## config.mk

```make
export PLATFORM = sky130hd
export DESIGN_NAME = cdc_top
export DESIGN_NICKNAME = d
export VERILOG_FILES = /design/src/rtl/cdc_pkg.sv /design/src/rtl/cdc_out_if.sv /design/src/rtl/cdc_delay_line.sv /design/src/rtl/cdc_out_stage.sv /design/src/rtl/cdc_top.sv
export SDC_FILE = /design/constraint.sdc
export NUM_CORES = 2
export LEC_CHECK = 0
export CORE_MARGIN = 4
export CORE_UTILIZATION = 50
export CTS_BUF_LIST = sky130_fd_sc_hd__clkbuf_2 sky130_fd_sc_hd__clkbuf_4 sky130_fd_sc_hd__clkbuf_8
export DETAILED_ROUTE_END_ITERATION = 12
export DONT_BUFFER_PORTS = 1
export PLACE_DENSITY = 0.61
export SYNTH_ARGS = -nofsm -noshare
export SYNTH_HDL_FRONTEND = slang
export SYNTH_SLANG_ARGS = --single-unit
```

## constraint.sdc

```tcl
create_clock -name ref_clk -period 29.3 [get_ports ref_clk]
set_input_delay 0 -clock ref_clk [delete_from_list [all_inputs] [get_ports ref_clk]]
set_output_delay 0 -clock ref_clk [all_outputs]
set_load 0.1 [all_outputs]
```

## src/rtl/cdc_pkg.sv

```systemverilog
package cdc_pkg;
    // ****************************************************************
    // Geometry and field widths
    // ****************************************************************
    localparam int N_CH       = 8;
    localparam int N_OUT      = 16;
    localparam int FB_W       = 12;
    localparam int COARSE_W   = 9;
    localparam int FINE_W     = 2;
    localparam int ANLG_W     = 3;
    localparam int ADDR_W     = 8;
    // One source period spans this many half-period units
    localparam int HALF_PER_FULL = 2;
    // Fine line taps reach 3 full periods in half units
    localparam int FINE_DEPTH = 7;
    localparam int ANLG_DEPTH = 8;
    // Output to channel map: A, B0-1, C0-1, D0-1, E0-2, F0-1, G, H0-2
    localparam logic [2:0] OUT_CH [N_OUT] = '{3'h0, 3'h1, 3'h1, 3'h2, 3'h2, 3'h3, 3'h3,
        3'h4, 3'h4, 3'h4, 3'h5, 3'h5, 3'h6, 3'h7, 3'h7, 3'h7};
    localparam logic [2:0] CH_RF_C = 3'h2;
    localparam logic [2:0] CH_RF_D = 3'h3;
    // ****************************************************************
    // Timing
    // ****************************************************************
    localparam int CLK_PERIOD_PS = 4000;
    localparam int ANLG_STEP_PS  = 30;
    localparam int ANLG_STEP_CYC = (ANLG_STEP_PS + CLK_PERIOD_PS - 1) / CLK_PERIOD_PS;
    // ****************************************************************
    // Register offsets (byte addresses)
    // ****************************************************************
    localparam logic [7:0] ADDR_CTRL   = 8'h00;
    localparam logic [7:0] ADDR_FB     = 8'h04;
    localparam logic [7:0] ADDR_MODE   = 8'h08;
    localparam logic [7:0] ADDR_STAT   = 8'h0C;
    localparam logic [7:0] ADDR_COARSE = 8'h20;
    localparam logic [7:0] ADDR_OUT    = 8'h40;
    // CTRL fields
    localparam int CTRL_EXT_SRC = 0;
    localparam int CTRL_HALVE   = 1;
    localparam int CTRL_LT2G    = 2;
    localparam int CTRL_W       = 3;
    // MODE fields: [7:0] SYSREF select per channel, [9:8] bypass C, D
    localparam int MODE_BYP_C = 8;
    localparam int MODE_BYP_D = 9;
    localparam int MODE_W     = 10;
    // COARSE fields: [8:0] delay, [12] fine unit select
    localparam int CRS_UNIT = 12;
    localparam int CRS_W    = 13;
    // OUT fields
    localparam int OC_FINE     = 0;
    localparam int OC_ANLG     = 2;
    localparam int OC_FINE_OFF = 6;
    localparam int OC_EN       = 7;
    localparam int OC_PD       = 8;
    localparam int OC_BIAS     = 9;
    localparam int OC_PATH_OFF = 10;
    localparam int OC_STYLE    = 11;
    localparam int OC_INV      = 12;
    localparam int OC_W        = 13;
    // Reset values
    localparam logic [CTRL_W-1:0] CTRL_RST = 3'h0;
    localparam logic [MODE_W-1:0] MODE_RST = 10'h000;
    localparam logic [OC_W-1:0]   OUT_RST  = 13'h0000;
endpackage

```

## src/rtl/cdc_out_if.sv

```systemverilog
`timescale 1ns/1ps
`default_nettype none
// Bundle between the top and one output stage
interface cdc_out_if;
    logic sig;
    logic sysref_mode;
    logic rf_bypass;
    logic pd;
    logic en;
    logic bias;
    logic path_off;
    logic style;
    logic inv;
    logic q;
    logic qn;
    logic pwr;
    modport stage (input sig, sysref_mode, rf_bypass, pd, en, bias, path_off, style, inv,
                   output q, qn, pwr);
    modport ctrl  (output sig, sysref_mode, rf_bypass, pd, en, bias, path_off, style, inv,
                   input q, qn, pwr);
endinterface
`default_nettype wire

```

## src/rtl/cdc_delay_line.sv

```systemverilog
`timescale 1ns/1ps
`default_nettype none
module cdc_delay_line #(
    parameter int DEPTH = 8,
    parameter int TAP_W = 3
) (
    // Clock and reset
    input  wire logic             clk,
    input  wire logic             rst_n,
    // Shift enable and tap request
    input  wire logic             en,
    input  wire logic [TAP_W-1:0] tap_req,
    // Data
    input  wire logic             din,
    output logic                  dout
);
    logic [DEPTH-1:0] sr_reg;
    logic [TAP_W-1:0] tap_reg;
    logic             quiet;

    // Shift the stream one step per enable
    always_ff @(posedge clk or negedge rst_n)
    begin
        if (!rst_n)
            sr_reg <= '0;
        else if (en)
            sr_reg <= {sr_reg[DEPTH-2:0], din};
    end

    // Line holds no edge in flight, so a tap move cannot cut a pulse
    assign quiet = (sr_reg == {DEPTH{din}});

    // Adopt a new tap only while quiet
    always_ff @(posedge clk or negedge rst_n)
    begin
        if (!rst_n)
            tap_reg <= '0;
        else if (quiet)
            tap_reg <= tap_req;
    end

    // Tap zero passes the input straight through
    always_comb
    begin
        if (tap_reg == '0)
            dout = din;
        else
            dout = sr_reg[tap_reg - TAP_W'(1)];
    end
endmodule // cdc_delay_line
`default_nettype wire

```

## src/rtl/cdc_out_stage.sv

```systemverilog
`timescale 1ns/1ps
`default_nettype none
module cdc_out_stage (
    // Clock and reset
    input  wire logic clk,
    input  wire logic rst_n,
    // Output control bundle
    cdc_out_if.stage  o
);
    // Decode output pin states each cycle
    always_ff @(posedge clk or negedge rst_n)
    begin
        if (!rst_n)
        begin
            o.q   <= 1'b0;
            o.qn  <= 1'b0;
            o.pwr <= 1'b0;
        end
        else if (o.pd)
        begin
            o.q   <= 1'b0; // RQ11
            o.qn  <= 1'b0;
            o.pwr <= 1'b0;
        end
        else if (!o.en)
        begin
            o.pwr <= 1'b1;
            o.q   <= o.rf_bypass; // RQ13
            o.qn  <= 1'b1; // RQ11
        end
        else if (!o.sysref_mode || o.rf_bypass)
        begin
            o.pwr <= 1'b1;
            o.q   <= o.sig; // RQ12
            o.qn  <= ~o.sig; // RQ11
        end
        else if (o.path_off)
        begin
            o.pwr <= o.inv | o.style;
            o.q   <= o.inv | o.style;
            o.qn  <= o.inv | o.style;
        end
        else if (o.bias)
        begin
            o.pwr <= 1'b1;
            o.q   <= 1'b0;
            o.qn  <= 1'b1;
        end
        else
        begin
            o.pwr <= 1'b1;
            o.q   <= o.sig ^ o.inv;
            o.qn  <= ~(o.sig ^ o.inv);
        end
    end
endmodule // cdc_out_stage
`default_nettype wire

```

## src/rtl/cdc_top.sv

```systemverilog
`timescale 1ns/1ps
`default_nettype none
// Summary of operation
// (RQ1) Feedback sync delayed by a 12-bit count of full source periods.
// (RQ2) Each channel sync delayed by a 9-bit count of half source periods.
// (RQ3) SYSREF fine delay: 2 bits, one full source period per step by default.
// (RQ4) Slow external source lets software choose full or half period fine steps.
// (RQ5) SYSREF analog delay: 3 bits, fixed short step independent of source.
// (RQ6) External source: delay units follow the source selector output rate.
// (RQ7) Software must enable halving for external oscillators above 4GHz.
// (RQ8) Fine and analog delays apply only in SYSREF channels.
// (RQ9) Fine and analog setting changes never cut or shorten output pulses.
// (RQ10) Fine delay can be powered down, bypassing it.
// (RQ11) Clock mode: power-down off, disabled low/high, enabled switching.
// (RQ12) Clock mode ignores SYSREF bias, path-off, style and invert bits.
// (RQ13) Disabled bypassed RF outputs drive both lines high.
// (RQ14) Coarse delay is per channel; fine and analog are per output.
// (RQ15) Delays count source edges; a zero setting adds no delay.
module cdc_top
    import cdc_pkg::*;
(
    // Clock and reset
    input  wire logic                     ref_clk,
    input  wire logic                     rst_n,
    // Wishbone slave
    input  wire logic                     wb_cyc_i,
    input  wire logic                     wb_stb_i,
    input  wire logic                     wb_we_i,
    input  wire logic [cdc_pkg::ADDR_W-1:0] wb_adr_i,
    input  wire logic [3:0]               wb_sel_i,
    input  wire logic [31:0]              wb_dat_i,
    output logic      [31:0]              wb_dat_o,
    output logic                          wb_ack_o,
    // Sync request and signal inputs
    input  wire logic                     sync_req,
    input  wire logic                     ext_osc_input,
    input  wire logic [cdc_pkg::N_CH-1:0] ch_sig_in,
    // Delayed sync pulses to the dividers
    output logic                          fb_sync,
    output logic      [cdc_pkg::N_CH-1:0] ch_sync,
    // Output pins
    output logic      [cdc_pkg::N_OUT-1:0] q_out,
    output logic      [cdc_pkg::N_OUT-1:0] qn_out,
    output logic      [cdc_pkg::N_OUT-1:0] pwr_out
);
    import cdc_pkg::*;

    // ****************************************************************
    // Reset and pin synchronisers
    // ****************************************************************
    logic       rst_meta_reg;
    logic       rst_sync_reg;
    logic       rstn;
    logic [1:0] sync_ff_reg;
    logic [1:0] osc_ff_reg;
    logic       sync_last_reg;
    logic       sync_pulse;
    logic       osc_sig;

    // Release reset through two flops
    always_ff @(posedge ref_clk or negedge rst_n)
    begin
        if (!rst_n)
        begin
            rst_meta_reg <= 1'b0;
            rst_sync_reg <= 1'b0;
        end
        else
        begin
            rst_meta_reg <= 1'b1;
            rst_sync_reg <= rst_meta_reg;
        end
    end
    assign rstn = rst_sync_reg;

    // Two-flop synchronisers for pin inputs
    always_ff @(posedge ref_clk or negedge rstn)
    begin
        if (!rstn)
        begin
            sync_ff_reg   <= 2'h0;
            osc_ff_reg    <= 2'h0;
            sync_last_reg <= 1'b0;
        end
        else
        begin
            sync_ff_reg   <= {sync_ff_reg[0], sync_req};
            osc_ff_reg    <= {osc_ff_reg[0], ext_osc_input};
            sync_last_reg <= sync_ff_reg[1];
        end
    end
    assign sync_pulse = sync_ff_reg[1] & ~sync_last_reg;
    assign osc_sig    = osc_ff_reg[1];

    // ****************************************************************
    // Register file
    // ****************************************************************
    logic [CTRL_W-1:0] ctrl_reg;
    logic [FB_W-1:0]   fb_reg;
    logic [MODE_W-1:0] mode_reg;
    logic [CRS_W-1:0]  coarse_reg [N_CH];
    logic [OC_W-1:0]   out_reg [N_OUT];
    logic              fb_busy_reg;
    logic [N_CH-1:0]   ch_busy_reg;
    logic              req;
    logic              wr;
    logic [31:0]       rd_next;
    logic [31:0]       wmask;

    assign req = wb_cyc_i & wb_stb_i & ~wb_ack_o;
    assign wr  = req & wb_we_i;
    assign wmask = {{8{wb_sel_i[3]}}, {8{wb_sel_i[2]}}, {8{wb_sel_i[1]}}, {8{wb_sel_i[0]}}};

    // Merge write data into a register under byte enables
    function automatic logic [31:0] merge(input logic [31:0] old);
        merge = (old & ~wmask) | (wb_dat_i & wmask);
    endfunction

    // Acknowledge one cycle after the request, drop the next cycle
    always_ff @(posedge ref_clk or negedge rstn)
    begin
        if (!rstn)
        begin
            wb_ack_o <= 1'b0;
            wb_dat_o <= 32'h0000_0000;
        end
        else
        begin
            wb_ack_o <= req;
            wb_dat_o <= req ? rd_next : 32'h0000_0000;
        end
    end

    // Global control writes
    always_ff @(posedge ref_clk or negedge rstn)
    begin
        if (!rstn)
        begin
            ctrl_reg <= CTRL_RST;
            fb_reg   <= '0;
            mode_reg <= MODE_RST;
        end
        else if (wr)
        begin
            if (wb_adr_i == ADDR_CTRL)
                ctrl_reg <= CTRL_W'(merge(32'(ctrl_reg)));
            else if (wb_adr_i == ADDR_FB)
                fb_reg <= FB_W'(merge(32'(fb_reg)));
            else if (wb_adr_i == ADDR_MODE)
                mode_reg <= MODE_W'(merge(32'(mode_reg)));
        end
    end

    // Per-channel and per-output configuration writes
    generate
        for (genvar c = 0; c < N_CH; c++)
        begin : g_crs_reg
            always_ff @(posedge ref_clk or negedge rstn)
            begin
                if (!rstn)
                    coarse_reg[c] <= '0;
                else if (wr && wb_adr_i == ADDR_COARSE + ADDR_W'(4 * c))
                    coarse_reg[c] <= CRS_W'(merge(32'(coarse_reg[c])));
            end
        end
        for (genvar k = 0; k < N_OUT; k++)
        begin : g_out_reg
            always_ff @(posedge ref_clk or negedge rstn)
            begin
                if (!rstn)
                    out_reg[k] <= OUT_RST;
                else if (wr && wb_adr_i == ADDR_OUT + ADDR_W'(4 * k))
                    out_reg[k] <= OC_W'(merge(32'(out_reg[k])));
            end
        end
    endgenerate

    // Read decode; unmapped addresses read zero
    always_comb
    begin
        rd_next = 32'h0000_0000;
        if (wb_adr_i == ADDR_CTRL)
            rd_next = 32'(ctrl_reg);
        else if (wb_adr_i == ADDR_FB)
            rd_next = 32'(fb_reg);
        else if (wb_adr_i == ADDR_MODE)
            rd_next = 32'(mode_reg);
        else if (wb_adr_i == ADDR_STAT)
            rd_next = {23'h000000, ch_busy_reg, fb_busy_reg};
        else if (wb_adr_i >= ADDR_COARSE && wb_adr_i < ADDR_COARSE + ADDR_W'(4 * N_CH)
                 && wb_adr_i[1:0] == 2'h0)
            rd_next = 32'(coarse_reg[3'(wb_adr_i[4:2])]);
        else if (wb_adr_i >= ADDR_OUT && wb_adr_i < ADDR_OUT + ADDR_W'(4 * N_OUT)
                 && wb_adr_i[1:0] == 2'h0)
            rd_next = 32'(out_reg[4'(wb_adr_i[5:2])]);
    end

    // ****************************************************************
    // Delay unit enables
    // ****************************************************************
    logic ext_halve;
    logic half_tgl_reg;
    logic full_tgl_reg;
    logic half_en;
    logic full_en;

    // External source halved only when selected and in use
    assign ext_halve = ctrl_reg[CTRL_EXT_SRC] & ctrl_reg[CTRL_HALVE]; // RQ6 RQ7

    // Half-period units each cycle, or each other cycle when halved
    always_ff @(posedge ref_clk or negedge rstn)
    begin
        if (!rstn)
        begin
            half_tgl_reg <= 1'b0;
            full_tgl_reg <= 1'b0;
        end
        else
        begin
            half_tgl_reg <= ext_halve ? ~half_tgl_reg : 1'b0;
            if (half_en)
                full_tgl_reg <= ~full_tgl_reg;
        end
    end
    assign half_en = ~ext_halve | half_tgl_reg; // RQ6
    assign full_en = half_en & full_tgl_reg;    // RQ15

    // ****************************************************************
    // Feedback and channel coarse delays
    // ****************************************************************
    logic [FB_W-1:0]     fb_cnt_reg;
    logic [COARSE_W-1:0] ch_cnt_reg [N_CH];

    // Feedback sync counted in full source periods
    always_ff @(posedge ref_clk or negedge rstn)
    begin
        if (!rstn)
        begin
            fb_cnt_reg  <= '0;
            fb_busy_reg <= 1'b0;
            fb_sync     <= 1'b0;
        end
        else
        begin
            fb_sync <= 1'b0;
            if (sync_pulse)
            begin
                fb_cnt_reg  <= fb_reg; // RQ1
                fb_busy_reg <= 1'b1;
            end
            else if (fb_busy_reg && fb_cnt_reg == '0)
            begin
                fb_sync     <= 1'b1; // RQ15
                fb_busy_reg <= 1'b0;
            end
            else if (fb_busy_reg && full_en)
                fb_cnt_reg <= fb_cnt_reg - FB_W'(1); // RQ1
        end
    end

    // Channel sync counted in half source periods, shared by the channel
    generate
        for (genvar c = 0; c < N_CH; c++)
        begin : g_coarse
            always_ff @(posedge ref_clk or negedge rstn)
            begin
                if (!rstn)
                begin
                    ch_cnt_reg[c]  <= '0;
                    ch_busy_reg[c] <= 1'b0;
                    ch_sync[c]     <= 1'b0;
                end
                else
                begin
                    ch_sync[c] <= 1'b0;
                    if (sync_pulse)
                    begin
                        ch_cnt_reg[c]  <= coarse_reg[c][COARSE_W-1:0]; // RQ2 RQ14
                        ch_busy_reg[c] <= 1'b1;
                    end
                    else if (ch_busy_reg[c] && ch_cnt_reg[c] == '0)
                    begin
                        ch_sync[c]     <= 1'b1; // RQ15
                        ch_busy_reg[c] <= 1'b0;
                    end
                    else if (ch_busy_reg[c] && half_en)
                        ch_cnt_reg[c] <= ch_cnt_reg[c] - COARSE_W'(1); // RQ2
                end
            end
        end
    endgenerate

    // ****************************************************************
    // Per-output delays and output stages
    // ****************************************************************
    generate
        for (genvar k = 0; k < N_OUT; k++)
        begin : g_out
            localparam logic [2:0] CH = OUT_CH[k];
            localparam bit IS_RF = (CH == CH_RF_C) || (CH == CH_RF_D);
            logic        srm;
            logic        byp;
            logic        half_step;
            logic        fine_off;
            logic [2:0]  fine_tap;
            logic [2:0]  anlg_tap;
            logic        fine_out;
            logic        anlg_out;
            cdc_out_if   oif ();

            // Bypass of the RF outputs to the external oscillator
            if (IS_RF)
                assign byp = mode_reg[(CH == CH_RF_C) ? MODE_BYP_C : MODE_BYP_D];
            else
                assign byp = 1'b0;
            assign srm       = mode_reg[CH] & ~byp;
            // Half steps only for a slow external source on request
            assign half_step = ctrl_reg[CTRL_EXT_SRC] & ctrl_reg[CTRL_LT2G]
                               & coarse_reg[CH][CRS_UNIT]; // RQ4
            assign fine_off  = out_reg[k][OC_FINE_OFF] | ~srm; // RQ8 RQ10
            // Fine tap in half units: full step is two halves
            assign fine_tap  = fine_off ? 3'h0 :
                               half_step ? 3'(out_reg[k][OC_FINE +: FINE_W]) :
                               3'(out_reg[k][OC_FINE +: FINE_W] * HALF_PER_FULL); // RQ3
            assign anlg_tap  = srm ? 3'(out_reg[k][OC_ANLG +: ANLG_W] * ANLG_STEP_CYC)
                                   : 3'h0; // RQ5 RQ8

            // Fine delay, stepped by the source unit enable
            cdc_delay_line #(.DEPTH(FINE_DEPTH), .TAP_W(3)) u_fine (
                .clk     (ref_clk),
                .rst_n   (rstn),
                .en      (half_en | fine_off),  // RQ10
                .tap_req (fine_tap),
                .din     (ch_sig_in[CH]),
                .dout    (fine_out)              // RQ9
            );

            // Analog delay, independent of the source rate
            cdc_delay_line #(.DEPTH(ANLG_DEPTH), .TAP_W(3)) u_anlg (
                .clk     (ref_clk),
                .rst_n   (rstn),
                .en      (1'b1),                 // RQ5
                .tap_req (anlg_tap),
                .din     (fine_out),
                .dout    (anlg_out)              // RQ9
            );

            assign oif.sig         = byp ? osc_sig : anlg_out; // RQ14
            assign oif.sysref_mode = srm;
            assign oif.rf_bypass   = byp;     // RQ13
            assign oif.pd          = out_reg[k][OC_PD];
            assign oif.en          = out_reg[k][OC_EN];
            assign oif.bias        = out_reg[k][OC_BIAS];
            assign oif.path_off    = out_reg[k][OC_PATH_OFF];
            assign oif.style       = out_reg[k][OC_STYLE];
            assign oif.inv         = out_reg[k][OC_INV];

            // Pin state decode, registered
            cdc_out_stage u_stage (
                .clk   (ref_clk),
                .rst_n (rstn),
                .o     (oif.stage)
            );
            assign q_out[k]   = oif.q;
            assign qn_out[k]  = oif.qn;
            assign pwr_out[k] = oif.pwr;
        end
    endgenerate
endmodule // cdc_top
`default_nettype wire

```

Yosys cells after proc, flatten, opt, wreduce, memory -nomap -nowiden. Cells that the tools add are included. W data, S select, Z words.

$add $sub $neg: 41. Order comparisons: 38. Eq/ne operators: 68. Mux-type cells: 449. Bitwise operators: 189. Reductions and logical operators: 123.

Operator list (count): $mux W1 (329); $and A13 B13 Y13 (25); $or A13 B13 Y13 (24); $mux W9 (24); $mux W3 (48); $mux W13 (10); $eq A8 B7 Y1 const B (16); $eq A8 B8 Y1 (16); $lt A3 B4 Y1 const B (32); $eq A7 B7 Y1 (16); $bmux W1 S3 (32); $logic_not A3 Y1 (32); $sub A3 B1 Y3 const B (32); $logic_not A9 Y1 (8); $sub A9 B1 Y9 const B (8); $eq A8 B6 Y1 const B (8); $bmux W13 S4 (1); $not A1 Y1 (49); $or A1 B1 Y1 (49); $logic_and A1 B1 Y1 (46); $bmux W13 S3 (1); $mux W12 (3); $reduce_bool A2 Y1 (18); $mux W32 (1); 29 further kinds (80).

Register bits after elaboration: 865. Input port bits: 59. Output and inout bits: 90. Logic and storage cells: 1083.

Longest topological paths before layout.
Word-level depth: 13. Mapped depth: 10. Gate-level depth less buffers: 8.

Modules after synthesis. From an unflattened synthesis, not the netlist that was laid out.

Cell total of the unflattened synthesis: 3552. Area, all modules: 43529.2 um2.

By module, submodules not included: cdc_top (instances 1, cells each 1968, area an instance 23289.8 um2); cdc_delay_line (g_out[0].u_anlg ...) (instances 16, cells each 42, area an instance 566.8 um2); cdc_delay_line (g_out[0].u_fine ...) (instances 16, cells each 41, area an instance 526.8 um2); cdc_out_stage (instances 16, cells each 16, area an instance 171.4 um2).

Worst setup path after synthesis. Ideal clock, no wire load.

Path kind: reg-to-reg. Start: register wb_ack_o. End: register (tool-made name). Setup time: 0.125 ns. Arrival: 2.491 ns. Setup slack: 26.684 ns. Cell stages (with the launch flop): 7. Path buffers: 0. Cells stage by stage: dfrtp_1 -> nor2b_1 -> nand2_1 -> nor4_2 -> nand3b_1 -> nor2_2 -> mux2_2.

RTL lines: start: declaration (line cdc_top.sv:33) `output logic wb_ack_o,`; start signal: assignment (line cdc_top.sv:129) `wb_ack_o <= req;`.

==> summary.md <==
| Metric | Value |
|---|---|
| Status | `completed` |
| Drt first pass iters | `5` |
| Layout area overhead | `11.7%` |
| First-pass GRT wire length | `between 150000 and 200000 um` |
| WL per Instance | `around 24 um` |
| Ports | `around 150` |
| H-tree depth | `4` |
| Total wire length | `approximately 110000 um` |
| Die Span Y | `296 um` |
| Initial antenna violation count | `13` |
| Row count | `around 110` |
| # hold bufs at CTS | `just under 90` |
| Fmax | `~0.23 GHz` |
| EDFF count, synth | `0` |
| Max_cap viols | `0` |
| Worst min path class | `input port to flop` |
| CTS Root Cell | `clkbuf_8` |
| Commonest non-fill, non-tap cells in the layout | `dfrtp_1, mux2_2, nand2_1` |
| Reg2Reg Depth | `7` |
| CTS tree | `done` |
| Worst-Skew Late Latency | `0.80 ns` |
| Worst setup margin | `around 25 ns` |
| Worst Setup SP | `wb_ack_o$_DFF_PN0_` |
| Vias in the first global route | `around 30000` |
| Pin count of the biggest net entering global routing | `190` |
| Fill cells | `just under 7000` |
| Vias | `28523` |
| CTS clk-pin slew, worst paths | `roughly 0.06 ns` |
| DRT iter0 DRCs | `approximately 2300` |
| Port buffer count | `0` |
| Crit start category | `flop` |
| Crit. End Element | `flop` |
| WP data arrival | `5.03 ns` |
| Most common cell after layout, fill and taps aside | `dfrtp_1` |
| Yosys reg bits | `around 850` |
| GPL Wtd Cong | `between 0.8 and 0.9` |
| Post-CTS Setup Repair Bufs | `0` |
| Post-synth top area share | `0.512` |
| Num CTS Buffers | `approximately 150` |
| Final Slew Violations | `0` |
| Worst vdd ir | `between 0.00004 and 0.00005 V` |
| Total track usage | `0.258` |
| Post_cts resized | `0` |
| Dpl hpwl | `~74000 um` |
| Setup-failing EPs final | `0` |
| Clock Skews | `between 0.03 and 0.04 ns` |
| Core ar. | `0.0821 mm2` |
| Minimum clock period | `4.35 ns` |
| R2R setup slack | `24.95 ns` |
| Unrepaired setup endpoints after global routing | `false` |
| Leakage | `20.0 nW` |
| Yosys warns | `0` |
| Syn Area/Cell | `approximately 12 um2` |
| CTS max path bufs | `3` |
| Power density over cell area | `63.3 mW/mm2` |
| Synth cell types | `74` |
| Seq/Total Area, Yosys | `0.512` |
| Worst slew margin | `0.208` |
| # nets final | `3636` |
| Critical path peak fanout | `8` |
| Final period utilization | `0.149` |
| Full die area | `a little under 0.09 mm2` |
| Clock sinks | `~850` |
| Ys async rst share | `1.00` |
| Vias per cell | `around 6` |
| Antenna viol nets, final | `0` |
| FF-to-FF Start | `wb_ack_o$_DFF_PN0_` |
| Layout cells sized above 1 | `0.265` |
| Die Wd | `296 um` |
| Final hold violation count | `0` |
| Top cells by area, synth | `dfrtp_1, mux2_2, mux4_2, mux2i_1, nand2_1` |
| Tightest Pin Transition | `~1.2 ns` |
| Dominant synthesized flop cell | `dfrtp_1` |
| CP Data Required Time | `29.98 ns` |
| Pre-CTS WS | `25.59 ns` |
| Starting density of the core | `0.504` |
| Crit Path Class | `flop to flop` |
| Cells after Synth | `approximately 3400` |
| TNS Setup | `0 ns` |
| Cell taking the most area after synthesis | `dfrtp_1` |
| Synthesized cell area | `between 0.04 and 0.05 mm2` |
| DRC Markers | `0` |
| GRT Residual Overflow | `0` |
synth_stat cells, drive strengths merged (43+ instances only):
| cell | number |
|---|---|
| a21oi | 62 |
| buf | 97 |
| clkbuf | 80 |
| dfrtp | 846 |
| ha | 73 |
| inv | 143 |
| mux2 | 470 |
| mux2i | 132 |
| mux4 | 133 |
| nand2 | 317 |
| nand4 | 89 |
| nor2 | 181 |
| nor4 | 91 |
| o21ai | 157 |
| xnor2 | 43 |
how the worst min path moves through the flow:
stage	start	end	slack (ns)	cells past startpoint
finish	wb_adr_i[4]	wb_dat_o[5]$_DFF_PN0_	0.05	5
global route	wb_adr_i[3]	wb_dat_o[3]$_DFF_PN0_	0.01	4
CTS	wb_adr_i[3]	wb_dat_o[3]$_DFF_PN0_	0.003	4
detailed placement	rst_n	rst_meta_reg$_DFF_PN0_	-0.30	0
global placement	rst_n	rst_meta_reg$_DFF_PN0_	-0.30	0
floorplan	rst_n	rst_meta_reg$_DFF_PN0_	-0.30	0
stage by stage:
stage	std cells	total power [mW]	instance area, um2	utilization	hold slack (ns)
after floorplan	3428	1.69	41400	-	-0.296
after global placement	4338	1.75	42000	0.511	-0.296
after detailed placement	4338	1.77	42000	0.511	-0.296
after CTS	4680	2.95	46200	0.562	0.00291
after global routing	4683	3.07	46200	0.563	0.0136
final	4686	2.92	46200	0.563	0.0544
kinds of logic after synthesis:
group,count (synthesis),synth area share
buf+inv,321,0.0363
fa+ha+maj,73,0.0221
xor+xnor,66,0.0140
compound gates,415,0.0666
other cells,2,0.000182
simple gates,952,0.117
mux,735,0.232
flops,846,0.512
critical path, cell delays in order (launching register included):
cell           delay [ns]
dfrtp_1              0.74
nor2b_1              0.38
nand2_1              0.18
nor4_2               0.53
nand3_1              0.73
nor2_2               0.72
mux2_2               0.40
dlygate4sd3_1        0.55
layer usage:
layer | part of all wire | wire length, um | vias up | track usage
met4 | 0.043 | 4840 | 12 | 0.114
met5 | 0.00068 | 76 | - | 0
li1 | - | - | 12666 | -
met1 | 0.42 | 47300 | 14624 | 0.352
met2 | 0.46 | 50800 | 948 | 0.398
met3 | 0.074 | 8270 | 273 | 0.0627
area by class of cell:
class / count / area, um2 / share of cell area
repair buffers: 104 / 1200 / 0.0260
inverters: 144 / 541 / 0.0117
clock buffers: 235 / 2980 / 0.0645
well taps: 1070 / 1340 / 0.0290
diodes: 6 / 15.0 / 0.000325
multi-input cells: 2261 / 18800 / 0.407
clock inverters: 20 / 165 / 0.00357
flip-flops and latches: 846 / 21200 / 0.458
power by group:
| group | total, mW | internal, mW | switching (mW) |
|---|---|---|---|
| Sequential | 1.36 | 1.25 | 0.105 |
| Clock | 1.14 | 0.651 | 0.489 |
| Combinational | 0.427 | 0.186 | 0.241 |
(Power assumes the default switching activity.)
